## src/shared/port_ctl_pkg.sv

```systemverilog
// constants for the cluster port control register bank
package port_ctl_pkg;
  // register offsets from the node base
  localparam logic [15:0] OFS_QUEUE_BLOCK_BASE = 16'h1000;
  localparam logic [15:0] OFS_ERROR_STATUS_CODES = 16'h1008;
  localparam logic [15:0] OFS_FAILING_ADDRESS = 16'h100c;
  localparam logic [15:0] OFS_PORT_PARAMETERS = 16'h1010;
  localparam logic [15:0] OFS_SERIAL_NUMBER = 16'h1014;
  localparam logic [15:0] OFS_INTERRUPT_DESTINATION = 16'h1018;
  localparam logic [15:0] OFS_INTERRUPT_VECTOR_LEVEL = 16'h1020;
  localparam logic [15:0] OFS_CMD_QUEUE0_KICK = 16'h1028;
  localparam logic [15:0] OFS_CMD_QUEUE1_KICK = 16'h102c;
  localparam logic [15:0] OFS_CMD_QUEUE2_KICK = 16'h1030;
  localparam logic [15:0] OFS_CMD_QUEUE3_KICK = 16'h1034;
  localparam logic [15:0] OFS_STATUS_RELEASE = 16'h1038;
  localparam logic [15:0] OFS_ENABLE_TRIGGER = 16'h103c;
  localparam logic [15:0] OFS_DISABLE_TRIGGER = 16'h1040;
  localparam logic [15:0] OFS_INITIALIZE_TRIGGER = 16'h1044;
  localparam logic [15:0] OFS_DATAGRAM_FREE_NOTIFY = 16'h1048;
  localparam logic [15:0] OFS_MESSAGE_FREE_NOTIFY = 16'h104c;
  localparam logic [15:0] OFS_TIMER_FORCE_EXPIRE = 16'h1050;
  localparam logic [15:0] OFS_TIMER_RELOAD = 16'h1054;
  localparam logic [15:0] OFS_PARAMETER_EXTENSION = 16'h1058;
  // write-only control range
  localparam logic [15:0] OFS_WO_FIRST = 16'h1028;
  localparam logic [15:0] OFS_WO_LAST = 16'h1054;

  // port status flag positions
  localparam int PSR_SUMMARY = 31;
  localparam int PSR_UNINIT = 10;
  localparam int PSR_TIMER_EXP = 6;
  localparam int PSR_INIT_DONE = 3;
  localparam int PSR_DISABLE_DONE = 2;
  localparam int PSR_MSG_FREE_EMPTY = 1;
  localparam int PSR_RSP_AVAIL = 0;

  // port parameter fields, fixed by the build
  localparam logic [2:0] NODE_COUNT_CODE = 3'h4;
  localparam logic [12:0] PKT_BUF_LEN = 13'h1000;
  localparam logic PARAM_EXT_PRESENT = 1'h1;
  localparam logic EXT_ACK_TIMEOUT = 1'h0;
  localparam logic DISABLE_ARB = 1'h0;
  localparam logic EXT_HEADER = 1'h0;
  localparam logic [2:0] QUIET_SLOT_CODE = 3'h0;
  localparam int PPR_NODE_COUNT_LSB = 29;
  localparam int PPR_PKT_BUF_LSB = 16;
  localparam int PPR_EXT_PRESENT = 15;
  localparam int PPR_EXT_ACK = 13;
  localparam int PPR_DIS_ARB = 12;
  localparam int PPR_EXT_HDR = 11;
  localparam int PPR_QUIET_SLOT_LSB = 8;

  // parameter extension fields
  localparam logic [7:0] SUBNODE_NUMBER = 8'h00;
  localparam logic [7:0] STATE_BLOCK_LEN = 8'h00;

  // serial number fields, values arbitrary
  localparam logic [3:0] FACTORY_PLANT = 4'h1;
  localparam logic [27:0] FACTORY_NUMBER = 28'h0000001;

  // timing
  localparam int CLK_HZ = 50_000_000;
  localparam int BOOT_TIMEOUT_MS = 100;
  localparam int SANITY_TIMEOUT_MS = 1000;
  localparam int BOOT_CYCLES = BOOT_TIMEOUT_MS * (CLK_HZ / 1000);
  localparam int SANITY_CYCLES = SANITY_TIMEOUT_MS * (CLK_HZ / 1000);

  typedef enum logic [2:0] {
    ST_UNINIT = 3'h1,
    ST_DISABLED = 3'h2,
    ST_ENABLED = 3'h4
  } port_state_t;
endpackage

```

## src/hw/port_ctl_regs.sv

```systemverilog
// register bank and port state control of the cluster port adapter
// Operation
// RULE1: any write in the control range triggers its operation; data ignored.
// RULE2: reads of write-only control registers are undefined; here zero.
// RULE3: command queue kick writes start processing of queue 0 to 3.
// RULE4: status release write frees the lock on the port status register.
// RULE5: enable write moves the port to the enabled state.
// RULE6: disable write disables port, sets disable-done, requests interrupt; here disable-done and interrupt only from enabled.
// RULE7: initialize write initializes, disables port, sets init-done, interrupts.
// RULE8: initialize while enabled drops to disabled and loses processing state.
// RULE9: host writes datagram free notify when inserting into empty queue.
// RULE10: host writes message free notify when inserting into empty queue.
// RULE11: timer force write expires sanity timer if enabled/disabled and timer on.
// RULE12: timer reload write restarts boot and sanity timers.
// RULE13: node count code: 16, 32, 64, 128, 224; upper codes reserved.
// RULE14: quiet slot code: 0 means 7, 1 means 10; others reserved.
// RULE15: error status: misc code high half, structure code low half.
// RULE16: vector register: priority 19:16, vector 15:2, other bits zero.
// RULE17: interrupt destination holds 16 bits, upper half reads zero.
// RULE18: parameters report buffer length, extension, ack, arbitration, header flags.
// RULE19: parameter extension: subnode 15:8, state block length 7:0.
// RULE20: serial number: plant in 31:28, number in 27:0.
// RULE21: queue block base holds address 39:9 in 30:0, bit 31 zero.
// RULE22: port leaves uninitialized on initialize write or boot timer expiry.
// RULE23: status release clears message-free-empty and response-available flags.
// RULE24: registers decode from the node base, one aligned longword each.
`timescale 1ns/100ps
module port_ctl_regs #(
  parameter int BOOT_CYC = port_ctl_pkg::BOOT_CYCLES,
  parameter int SANITY_CYC = port_ctl_pkg::SANITY_CYCLES
) (
  // clock and reset
  input wire logic clk_sys,
  input wire logic rst,
  // register access from the node base
  input wire logic reg_wr_en,
  input wire logic reg_rd_en,
  input wire logic [15:0] reg_addr,
  input wire logic [31:0] reg_wdata,
  output logic [31:0] reg_rdata,
  output logic reg_rd_valid,
  // microcode side status and errors
  input wire logic sanity_timer_en,
  input wire logic msg_free_empty_set,
  input wire logic rsp_avail_set,
  input wire logic [15:0] misc_err_code,
  input wire logic [15:0] structure_fault,
  input wire logic [31:0] fail_addr,
  // port operations
  output logic [3:0] cmd_queue_kick,
  output logic datagram_free_kick,
  output logic message_free_kick,
  output logic proc_state_lost,
  output logic irq_req,
  output logic status_locked,
  output logic [2:0] port_state,
  output logic [31:0] port_status_reg,
  output logic [30:0] queue_block_base,
  output logic [15:0] irq_dest,
  output logic [3:0] irq_priority,
  output logic [13:0] irq_vector
);
  port_ctl_pkg::port_state_t state_r;
  port_ctl_pkg::port_state_t state_nxt;
  logic wr_qbb, wr_idr, wr_ivr;
  logic wr_kick0, wr_kick1, wr_kick2, wr_kick3;
  logic wr_release, wr_enable, wr_disable, wr_init;
  logic wr_dfree, wr_mfree, wr_force, wr_reload;
  logic boot_expire, sanity_expire, force_expire;
  logic enter_enabled, enter_disabled, leave_disabled, enter_uninit;
  logic init_done_set, disable_done_set, timer_exp_set;
  logic [31:0] boot_cnt_r;
  logic [31:0] sanity_cnt_r;
  logic [30:0] qbb_r;
  logic [15:0] idr_r;
  logic [3:0] ipl_r;
  logic [13:0] ivec_r;
  logic f_timer_r, f_init_r, f_dis_r, f_mfe_r, f_rsp_r;
  logic lock_r;
  logic [31:0] rdata_nxt;
  logic [31:0] rdata_r;
  logic rd_valid_r;
  logic [3:0] kick_r;
  logic dfree_r, mfree_r, lost_r, irq_r;

  // address decode, one longword per register [RULE24]
  always_comb begin
    wr_qbb = reg_wr_en && reg_addr == port_ctl_pkg::OFS_QUEUE_BLOCK_BASE;
    wr_idr = reg_wr_en && reg_addr == port_ctl_pkg::OFS_INTERRUPT_DESTINATION;
    wr_ivr = reg_wr_en && reg_addr == port_ctl_pkg::OFS_INTERRUPT_VECTOR_LEVEL;
    // write-only range: the access alone acts, reg_wdata unused here [RULE1]
    wr_kick0 = reg_wr_en && reg_addr == port_ctl_pkg::OFS_CMD_QUEUE0_KICK;
    wr_kick1 = reg_wr_en && reg_addr == port_ctl_pkg::OFS_CMD_QUEUE1_KICK;
    wr_kick2 = reg_wr_en && reg_addr == port_ctl_pkg::OFS_CMD_QUEUE2_KICK;
    wr_kick3 = reg_wr_en && reg_addr == port_ctl_pkg::OFS_CMD_QUEUE3_KICK;
    wr_release = reg_wr_en && reg_addr == port_ctl_pkg::OFS_STATUS_RELEASE;
    wr_enable = reg_wr_en && reg_addr == port_ctl_pkg::OFS_ENABLE_TRIGGER;
    wr_disable = reg_wr_en && reg_addr == port_ctl_pkg::OFS_DISABLE_TRIGGER;
    wr_init = reg_wr_en && reg_addr == port_ctl_pkg::OFS_INITIALIZE_TRIGGER;
    wr_dfree = reg_wr_en && reg_addr == port_ctl_pkg::OFS_DATAGRAM_FREE_NOTIFY;
    wr_mfree = reg_wr_en && reg_addr == port_ctl_pkg::OFS_MESSAGE_FREE_NOTIFY;
    wr_force = reg_wr_en && reg_addr == port_ctl_pkg::OFS_TIMER_FORCE_EXPIRE;
    wr_reload = reg_wr_en && reg_addr == port_ctl_pkg::OFS_TIMER_RELOAD;
  end

  // timer expiries and forced expiry
  always_comb begin
    boot_expire = state_r == port_ctl_pkg::ST_UNINIT && boot_cnt_r == 32'h0 && !wr_reload;
    // forced expiry only counts in enabled or disabled with the timer on [RULE11]
    force_expire = wr_force && sanity_timer_en && state_r != port_ctl_pkg::ST_UNINIT;
    sanity_expire = sanity_timer_en && state_r != port_ctl_pkg::ST_UNINIT
                    && sanity_cnt_r == 32'h0 && !wr_reload;
  end

  // next port state; sanity or forced expiry beats the register triggers of the same cycle, an initialize write beats boot expiry
  always_comb begin
    state_nxt = state_r;
    if (force_expire || sanity_expire) begin
      state_nxt = port_ctl_pkg::ST_UNINIT;
    end else if (wr_init) begin
      state_nxt = port_ctl_pkg::ST_DISABLED; // [RULE7] [RULE8] [RULE22]
    end else if (boot_expire) begin
      state_nxt = port_ctl_pkg::ST_DISABLED; // [RULE22]
    end else if (wr_disable && state_r != port_ctl_pkg::ST_UNINIT) begin
      state_nxt = port_ctl_pkg::ST_DISABLED; // [RULE6]
    end else if (wr_enable && state_r == port_ctl_pkg::ST_DISABLED) begin
      state_nxt = port_ctl_pkg::ST_ENABLED; // [RULE5]
    end
  end

  always_comb begin
    enter_enabled = state_nxt == port_ctl_pkg::ST_ENABLED && state_r != port_ctl_pkg::ST_ENABLED;
    enter_disabled = state_nxt == port_ctl_pkg::ST_DISABLED && state_r != port_ctl_pkg::ST_DISABLED;
    leave_disabled = state_r == port_ctl_pkg::ST_DISABLED && state_nxt != port_ctl_pkg::ST_DISABLED;
    enter_uninit = force_expire || sanity_expire;
    init_done_set = (wr_init || boot_expire) && !enter_uninit; // [RULE7]
    disable_done_set = wr_disable && state_r == port_ctl_pkg::ST_ENABLED
                       && !enter_uninit && !wr_init; // [RULE6]
    timer_exp_set = enter_uninit;
  end

  always_ff @(posedge clk_sys or posedge rst) begin
    if (rst) begin
      state_r <= port_ctl_pkg::ST_UNINIT;
    end else begin
      state_r <= state_nxt;
    end
  end

  // boot timer runs only while uninitialized
  always_ff @(posedge clk_sys or posedge rst) begin
    if (rst) begin
      boot_cnt_r <= 32'(BOOT_CYC - 1);
    end else if (wr_reload || state_r != port_ctl_pkg::ST_UNINIT) begin
      boot_cnt_r <= 32'(BOOT_CYC - 1); // [RULE12]
    end else if (boot_cnt_r != 32'h0) begin
      boot_cnt_r <= boot_cnt_r - 32'h1;
    end
  end

  // sanity timer held at its start value while suspended
  always_ff @(posedge clk_sys or posedge rst) begin
    if (rst) begin
      sanity_cnt_r <= 32'(SANITY_CYC - 1);
    end else if (wr_reload || !sanity_timer_en || state_nxt == port_ctl_pkg::ST_UNINIT) begin
      sanity_cnt_r <= 32'(SANITY_CYC - 1); // [RULE12]
    end else if (sanity_cnt_r != 32'h0) begin
      sanity_cnt_r <= sanity_cnt_r - 32'h1;
    end
  end

  // port status flags; every hardware set wins over a clear in the same cycle
  always_ff @(posedge clk_sys or posedge rst) begin
    if (rst) begin
      f_timer_r <= 1'h0;
    end else if (timer_exp_set) begin
      f_timer_r <= 1'h1;
    end else if (init_done_set) begin
      f_timer_r <= 1'h0;
    end
  end

  always_ff @(posedge clk_sys or posedge rst) begin
    if (rst) begin
      f_init_r <= 1'h0;
    end else if (init_done_set) begin
      f_init_r <= 1'h1; // [RULE7]
    end else if (enter_enabled) begin
      f_init_r <= 1'h0;
    end
  end

  always_ff @(posedge clk_sys or posedge rst) begin
    if (rst) begin
      f_dis_r <= 1'h0;
    end else if (disable_done_set) begin
      f_dis_r <= 1'h1; // [RULE6]
    end else if (leave_disabled) begin
      f_dis_r <= 1'h0;
    end
  end

  always_ff @(posedge clk_sys or posedge rst) begin
    if (rst) begin
      f_mfe_r <= 1'h0;
      f_rsp_r <= 1'h0;
    end else begin
      if (msg_free_empty_set) begin
        f_mfe_r <= 1'h1;
      end else if (wr_release) begin
        f_mfe_r <= 1'h0; // [RULE23]
      end
      if (rsp_avail_set) begin
        f_rsp_r <= 1'h1;
      end else if (wr_release) begin
        f_rsp_r <= 1'h0; // [RULE23]
      end
    end
  end

  // status lock: taken with each interrupt, held until host releases
  always_ff @(posedge clk_sys or posedge rst) begin
    if (rst) begin
      lock_r <= 1'h0;
    end else if (irq_r) begin
      lock_r <= 1'h1;
    end else if (wr_release) begin
      lock_r <= 1'h0; // [RULE4]
    end
  end

  // interrupt request pulse one cycle after the causing event
  always_ff @(posedge clk_sys or posedge rst) begin
    if (rst) begin
      irq_r <= 1'h0;
    end else begin
      irq_r <= init_done_set || disable_done_set || timer_exp_set
               || msg_free_empty_set || rsp_avail_set; // [RULE6] [RULE7] [RULE11]
    end
  end

  // operation pulses toward the port engine
  always_ff @(posedge clk_sys or posedge rst) begin
    if (rst) begin
      kick_r <= 4'h0;
      dfree_r <= 1'h0;
      mfree_r <= 1'h0;
      lost_r <= 1'h0;
    end else begin
      kick_r <= {wr_kick3, wr_kick2, wr_kick1, wr_kick0}; // [RULE3]
      dfree_r <= wr_dfree; // [RULE9]
      mfree_r <= wr_mfree; // [RULE10]
      // enabled port re-initialized: engine must drop in-flight work [RULE8]
      lost_r <= (wr_init && state_r == port_ctl_pkg::ST_ENABLED) || enter_uninit;
    end
  end

  // software-written registers
  always_ff @(posedge clk_sys or posedge rst) begin
    if (rst) begin
      qbb_r <= 31'h0;
      idr_r <= 16'h0;
      ipl_r <= 4'h0;
      ivec_r <= 14'h0;
    end else begin
      if (wr_qbb) begin
        qbb_r <= reg_wdata[30:0]; // [RULE21]
      end
      if (wr_idr) begin
        idr_r <= reg_wdata[15:0]; // [RULE17]
      end
      if (wr_ivr) begin
        ipl_r <= reg_wdata[19:16]; // [RULE16]
        ivec_r <= reg_wdata[15:2];
      end
    end
  end

  // read mux; write-only and unmapped offsets read as zero [RULE2]
  always_comb begin
    rdata_nxt = 32'h0;
    case (reg_addr)
      port_ctl_pkg::OFS_QUEUE_BLOCK_BASE: rdata_nxt = {1'h0, qbb_r}; // [RULE21]
      port_ctl_pkg::OFS_ERROR_STATUS_CODES: rdata_nxt = {misc_err_code, structure_fault}; // [RULE15]
      port_ctl_pkg::OFS_FAILING_ADDRESS: rdata_nxt = fail_addr;
      port_ctl_pkg::OFS_PORT_PARAMETERS: begin
        rdata_nxt[port_ctl_pkg::PPR_NODE_COUNT_LSB +: 3] = port_ctl_pkg::NODE_COUNT_CODE; // [RULE13]
        rdata_nxt[port_ctl_pkg::PPR_PKT_BUF_LSB +: 13] = port_ctl_pkg::PKT_BUF_LEN; // [RULE18]
        rdata_nxt[port_ctl_pkg::PPR_EXT_PRESENT] = port_ctl_pkg::PARAM_EXT_PRESENT;
        rdata_nxt[port_ctl_pkg::PPR_EXT_ACK] = port_ctl_pkg::EXT_ACK_TIMEOUT;
        rdata_nxt[port_ctl_pkg::PPR_DIS_ARB] = port_ctl_pkg::DISABLE_ARB;
        rdata_nxt[port_ctl_pkg::PPR_EXT_HDR] = port_ctl_pkg::EXT_HEADER;
        rdata_nxt[port_ctl_pkg::PPR_QUIET_SLOT_LSB +: 3] = port_ctl_pkg::QUIET_SLOT_CODE; // [RULE14]
      end
      port_ctl_pkg::OFS_SERIAL_NUMBER:
        rdata_nxt = {port_ctl_pkg::FACTORY_PLANT, port_ctl_pkg::FACTORY_NUMBER}; // [RULE20]
      port_ctl_pkg::OFS_INTERRUPT_DESTINATION: rdata_nxt = {16'h0, idr_r}; // [RULE17]
      port_ctl_pkg::OFS_INTERRUPT_VECTOR_LEVEL: rdata_nxt = {12'h0, ipl_r, ivec_r, 2'h0}; // [RULE16]
      port_ctl_pkg::OFS_PARAMETER_EXTENSION:
        rdata_nxt = {16'h0, port_ctl_pkg::SUBNODE_NUMBER, port_ctl_pkg::STATE_BLOCK_LEN}; // [RULE19]
      default: rdata_nxt = 32'h0;
    endcase
  end

  // read data held until the next read
  always_ff @(posedge clk_sys or posedge rst) begin
    if (rst) begin
      rdata_r <= 32'h0;
      rd_valid_r <= 1'h0;
    end else begin
      rd_valid_r <= reg_rd_en;
      if (reg_rd_en) begin
        rdata_r <= rdata_nxt;
      end
    end
  end

  // status word: summary bit follows any error-class flag
  always_comb begin
    port_status_reg = 32'h0;
    port_status_reg[port_ctl_pkg::PSR_UNINIT] = state_r == port_ctl_pkg::ST_UNINIT;
    port_status_reg[port_ctl_pkg::PSR_TIMER_EXP] = f_timer_r;
    port_status_reg[port_ctl_pkg::PSR_INIT_DONE] = f_init_r;
    port_status_reg[port_ctl_pkg::PSR_DISABLE_DONE] = f_dis_r;
    port_status_reg[port_ctl_pkg::PSR_MSG_FREE_EMPTY] = f_mfe_r;
    port_status_reg[port_ctl_pkg::PSR_RSP_AVAIL] = f_rsp_r;
    port_status_reg[port_ctl_pkg::PSR_SUMMARY] = state_r == port_ctl_pkg::ST_UNINIT || f_timer_r
                                                 || f_init_r || f_dis_r || f_mfe_r;
  end

  assign reg_rdata = rdata_r;
  assign reg_rd_valid = rd_valid_r;
  assign cmd_queue_kick = kick_r;
  assign datagram_free_kick = dfree_r;
  assign message_free_kick = mfree_r;
  assign proc_state_lost = lost_r;
  assign irq_req = irq_r;
  assign status_locked = lock_r;
  assign port_state = state_r;
  assign queue_block_base = qbb_r;
  assign irq_dest = idr_r;
  assign irq_priority = ipl_r;
  assign irq_vector = ivec_r;
endmodule

```

## config.mk

```make
export PLATFORM = sky130hd
export DESIGN_NAME = port_ctl_regs
export DESIGN_NICKNAME = d
export VERILOG_FILES = /design/src/shared/port_ctl_pkg.sv /design/src/hw/port_ctl_regs.sv
export SDC_FILE = /design/constraint.sdc
export NUM_CORES = 1
export LEC_CHECK = 0
export BUFFER_PORTS_ARGS = -buffer_cell sky130_fd_sc_hd__clkbuf_2
export CORE_ASPECT_RATIO = 0.9
export CORE_UTILIZATION = 45
export DETAILED_ROUTE_END_ITERATION = 10
export PLACE_DENSITY = 0.71
export SYNTH_ARGS = -nofsm -noshare
export SYNTH_HDL_FRONTEND = slang
export SYNTH_SLANG_ARGS = --single-unit
```

## constraint.sdc

```tcl
create_clock -name clk_sys -period 6.7 [get_ports clk_sys]
set_input_delay 1.34 -clock clk_sys [delete_from_list [all_inputs] [get_ports clk_sys]]
set_output_delay 1.34 -clock clk_sys [all_outputs]
set_load 0.02 [all_outputs]
```

==> flow_metrics.env <==
export IMPL_outcome="finished, final reports clean"
export IMPL_arrival_ns=4.40
export IMPL_cts_htree_levels=4
export IMPL_diodes=0
export IMPL_cts_tree="done"
export IMPL_required_ns=7.04
export IMPL_io_buffers=234
export IMPL_die_w_microns=150.4
export IMPL_cts_setup_buffers=0
export IMPL_avgRoutedWirePerCell_microns=18.70
export IMPL_fin_crit_ns=4.063
export IMPL_cts_hold_buf=0
export IMPL_post_dp_hpwl_microns=17480
export IMPL_cts_sinks=179
export IMPL_holdCritPathClass="reg2reg"
export IMPL_synth_largest_area_cell="dfrtp_1"
export IMPL_place_congestion=0.8549
export IMPL_ys_warn_count=0
export IMPL_route_detailed_drc=0
export IMPL_crit_type="in2reg"
export IMPL_cts_root_buf="clkbuf_16"
export IMPL_core_area_sq_um=19280
export IMPL_routed_wl_microns=24620
export IMPL_rsz0062_at_grt="no"
export IMPL_grt_pass1_vias=7166
export IMPL_synth_edf_count=0
export IMPL_post_cts_resize_count=0
export IMPL_drt_iter0_drc=572
export IMPL_ys_ff_latch=179
export IMPL_vdd_ir_drop_max_mv=0.1510
export IMPL_clk_path_buf_depth=2
export IMPL_viasPerCell=5.650
export IMPL_grtUsageTotal_pct=24.92
export IMPL_die_h_microns=135.6
export IMPL_final_max_slew_violation_count=0
export IMPL_vias=7435
export IMPL_ys_seq_area_share_pct=50.64
export IMPL_synthCells=833
export IMPL_synth_area_top_cells="dfrtp_1 41%, dfstp_2 9.4%, mux2_2 8.7%"
export IMPL_period_share_pct=60.64
export IMPL_hold_viol_final=0
export IMPL_dp_slack_ns=2.187
export IMPL_ioPinCount=261
export IMPL_start_kind="input pin"
export IMPL_slew_headroom_pct=28.82
export IMPL_layout_setup_ws_ns=2.637
export IMPL_drtPass1Iterations=6
export IMPL_ant_nets=0
export IMPL_clock_latency_ns=0.44
export IMPL_postSynth_asyncResetShare_pct=100.0
export IMPL_nets=1176
export IMPL_avgSynthCellArea_sq_um=10.71
export IMPL_ys_types=67
export IMPL_maxCapViolCount=0
export IMPL_drive_above_1_share_pct=38.37
export IMPL_synthFlopType="dfrtp_1"
export IMPL_start_util_pct=46.29
export IMPL_cts_made_buffers=17
export IMPL_grt_remaining_overflow=0
export IMPL_tns_ns=0
export IMPL_crit_fanout=17
export IMPL_setup_viol=0
export IMPL_leakagePower_nw=4.951
export IMPL_cp_end_kind="flip-flop"
export IMPL_skew_ns=0.01232
export IMPL_powerDensity_nw_per_um2=206.7
export IMPL_placed_cells=1284
export IMPL_final_cells=1316
export IMPL_grt_pass1_wl_microns=38440
export IMPL_row_count=48
export IMPL_grt_max_degree=84
export IMPL_die_area_sq_um=20400
export IMPL_max_slew_worst_pin_slew_ns=1.060
export IMPL_fmax_ghz=0.2461
export IMPL_netlist_area_sq_um=8925
export IMPL_antenna_found_initial=0
export IMPL_cts_clk_slew_worst_paths_ns=0.07
export IMPL_synth_top_cell_area_share_pct=41.22
export IMPL_areaGrowthSynthToFinish_pct=21.24
synthesized netlist by cell type, drive strengths merged (4+ instances only):
master  count
dfstp      32
nor2       78
nor4       22
nand3      22
dfrtp     147
inv        34
or4        17
nand2      41
a22o        6
a221oi      9
nand4b      6
o22ai      22
nand2b      8
xor2       28
or2         5
a31oi       9
nand4      17
and3        6
o21ai      21
ha          4
o31ai       4
buf        48
clkbuf     23
a222oi     21
nor3       30
a22oi      12
mux2       69
a21o       10
or3        11
a21oi      16
xnor2      19
stage by stage:
step	hold WS [ns]	area (sq um)	power (mW)	util, %
final	0.4613	10820	2.236	56.13
after global routing	0.5017	10820	2.306	56.13
after CTS	0.4612	10820	2.257	56.13
after detailed placement	0.4451	10200	1.229	52.93
after global placement	0.4422	10200	1.226	52.93
after floorplan	0.4504	9015	1.181	-
cells by family (layout without fill, tap and decap cells):
kind of cell / Yosys count / in the layout / share of synthesized area [%]
adder cells (fa/ha/maj): 4 / 4 / 0.5608
multiplexers: 70 / 70 / 8.818
buffers and inverters: 105 / 314 / 6.154
XOR/XNOR: 47 / 47 / 4.612
other: 1 / 25 / 0.04202
AND/OR/NAND/NOR: 283 / 283 / 17.48
flip-flops: 179 / 179 / 50.64
AO/OA/AOI/OAI: 144 / 144 / 11.69
power breakdown:
group / internal, mW / switching [mW] / total (mW)
Clock: 0.541 / 0.488 / 1.03
Combinational: 0.0381 / 0.0788 / 0.117
Sequential: 1.09 / 0.00342 / 1.09
worst max-delay path, cell delays in order:
cell	delay (ns)
clkbuf_2	0.07
or4b_2	0.79
or4_1	0.69
nor3_4	0.78
buf_4	0.36
a22o_1	0.17
a221oi_1	0.04
o22ai_1	0.14
cells in the final DEF (no fill, tap or decap), types with 4 or more instances in the layout:
master / count
and3_1: 6
nor2_1: 77
a221oi_1: 9
nand2b_1: 8
dfrtp_1: 147
a21o_1: 10
a21oi_1: 16
dfstp_2: 32
buf_4: 14
o22ai_1: 22
inv_6: 4
clkbuf_16: 17
clkinv_8: 4
inv_8: 5
nand3_1: 21
nand4b_1: 6
a222oi_1: 21
nor3_1: 27
a22o_1: 6
conb_1: 25
or4_1: 14
nand2_2: 6
or2_2: 5
nand4_1: 16
ha_1: 4
mux2_2: 69
o31ai_1: 4
or3_1: 11
clkbuf_2: 234
xnor2_1: 19
nand2_1: 35
a31oi_1: 9
nor4_1: 21
inv_1: 33
xor2_1: 28
o21ai_0: 18
a22oi_1: 12
path summary, 6_finish.rpt:
| check | start | endpoint | slack [ns] | depth (start not counted) |
|---|---|---|---|---|
| setup / recovery | reg_addr[13] | reg_rdata[16] | 2.64 | 8 |
| hold / removal | irq_req | status_locked | 0.46 | 1 |
| setup reg to reg | boot_cnt_r[24] | sanity_cnt_r[6] | 3.02 | 6 |
| hold reg to reg | irq_req | status_locked | 0.46 | 1 |
| max in group asynchronous | rst | reg_rdata[23] | 4.48 | 3 |
| min in group asynchronous | rst | reg_rdata[5] | 0.88 | 2 |
cell type report:
type                            count  area (sq um)
Fill cell                        1723          8458
Sequential cell                   179          4519
Multi-Input combinational cell    573          3963
Timing Repair Buffer              248          1276
Clock buffer                       17         425.4
Tap cell                          250         312.8
Clock inverter                     15         191.4
Inverter                           34         132.6
metal layers:
metal	part of all wire, %	global-route usage [%]	vias to the layer above
li1	-	-	3447
met5	0	0	-
met2	48	40.42	287
met4	1.6	7.295	0
met1	43	32.28	3677
met3	7.5	7.172	24
state kept, by name, summed over array words and instances, names as in the netlist:
name and flops:
status_locked 1, boot_cnt_r 32, datagram_free_kick 1, f_timer_r 1
message_free_kick 1, irq_req 1, reg_rdata 32, reg_rd_valid 1
irq_vector 14, queue_block_base 31, f_dis_r 1, port_state 3
sanity_cnt_r 32, f_rsp_r 1, irq_dest 16, f_init_r 1
irq_priority 4, f_mfe_r 1, cmd_queue_kick 4, proc_state_lost 1
Power figures use the tool's default switching activity.
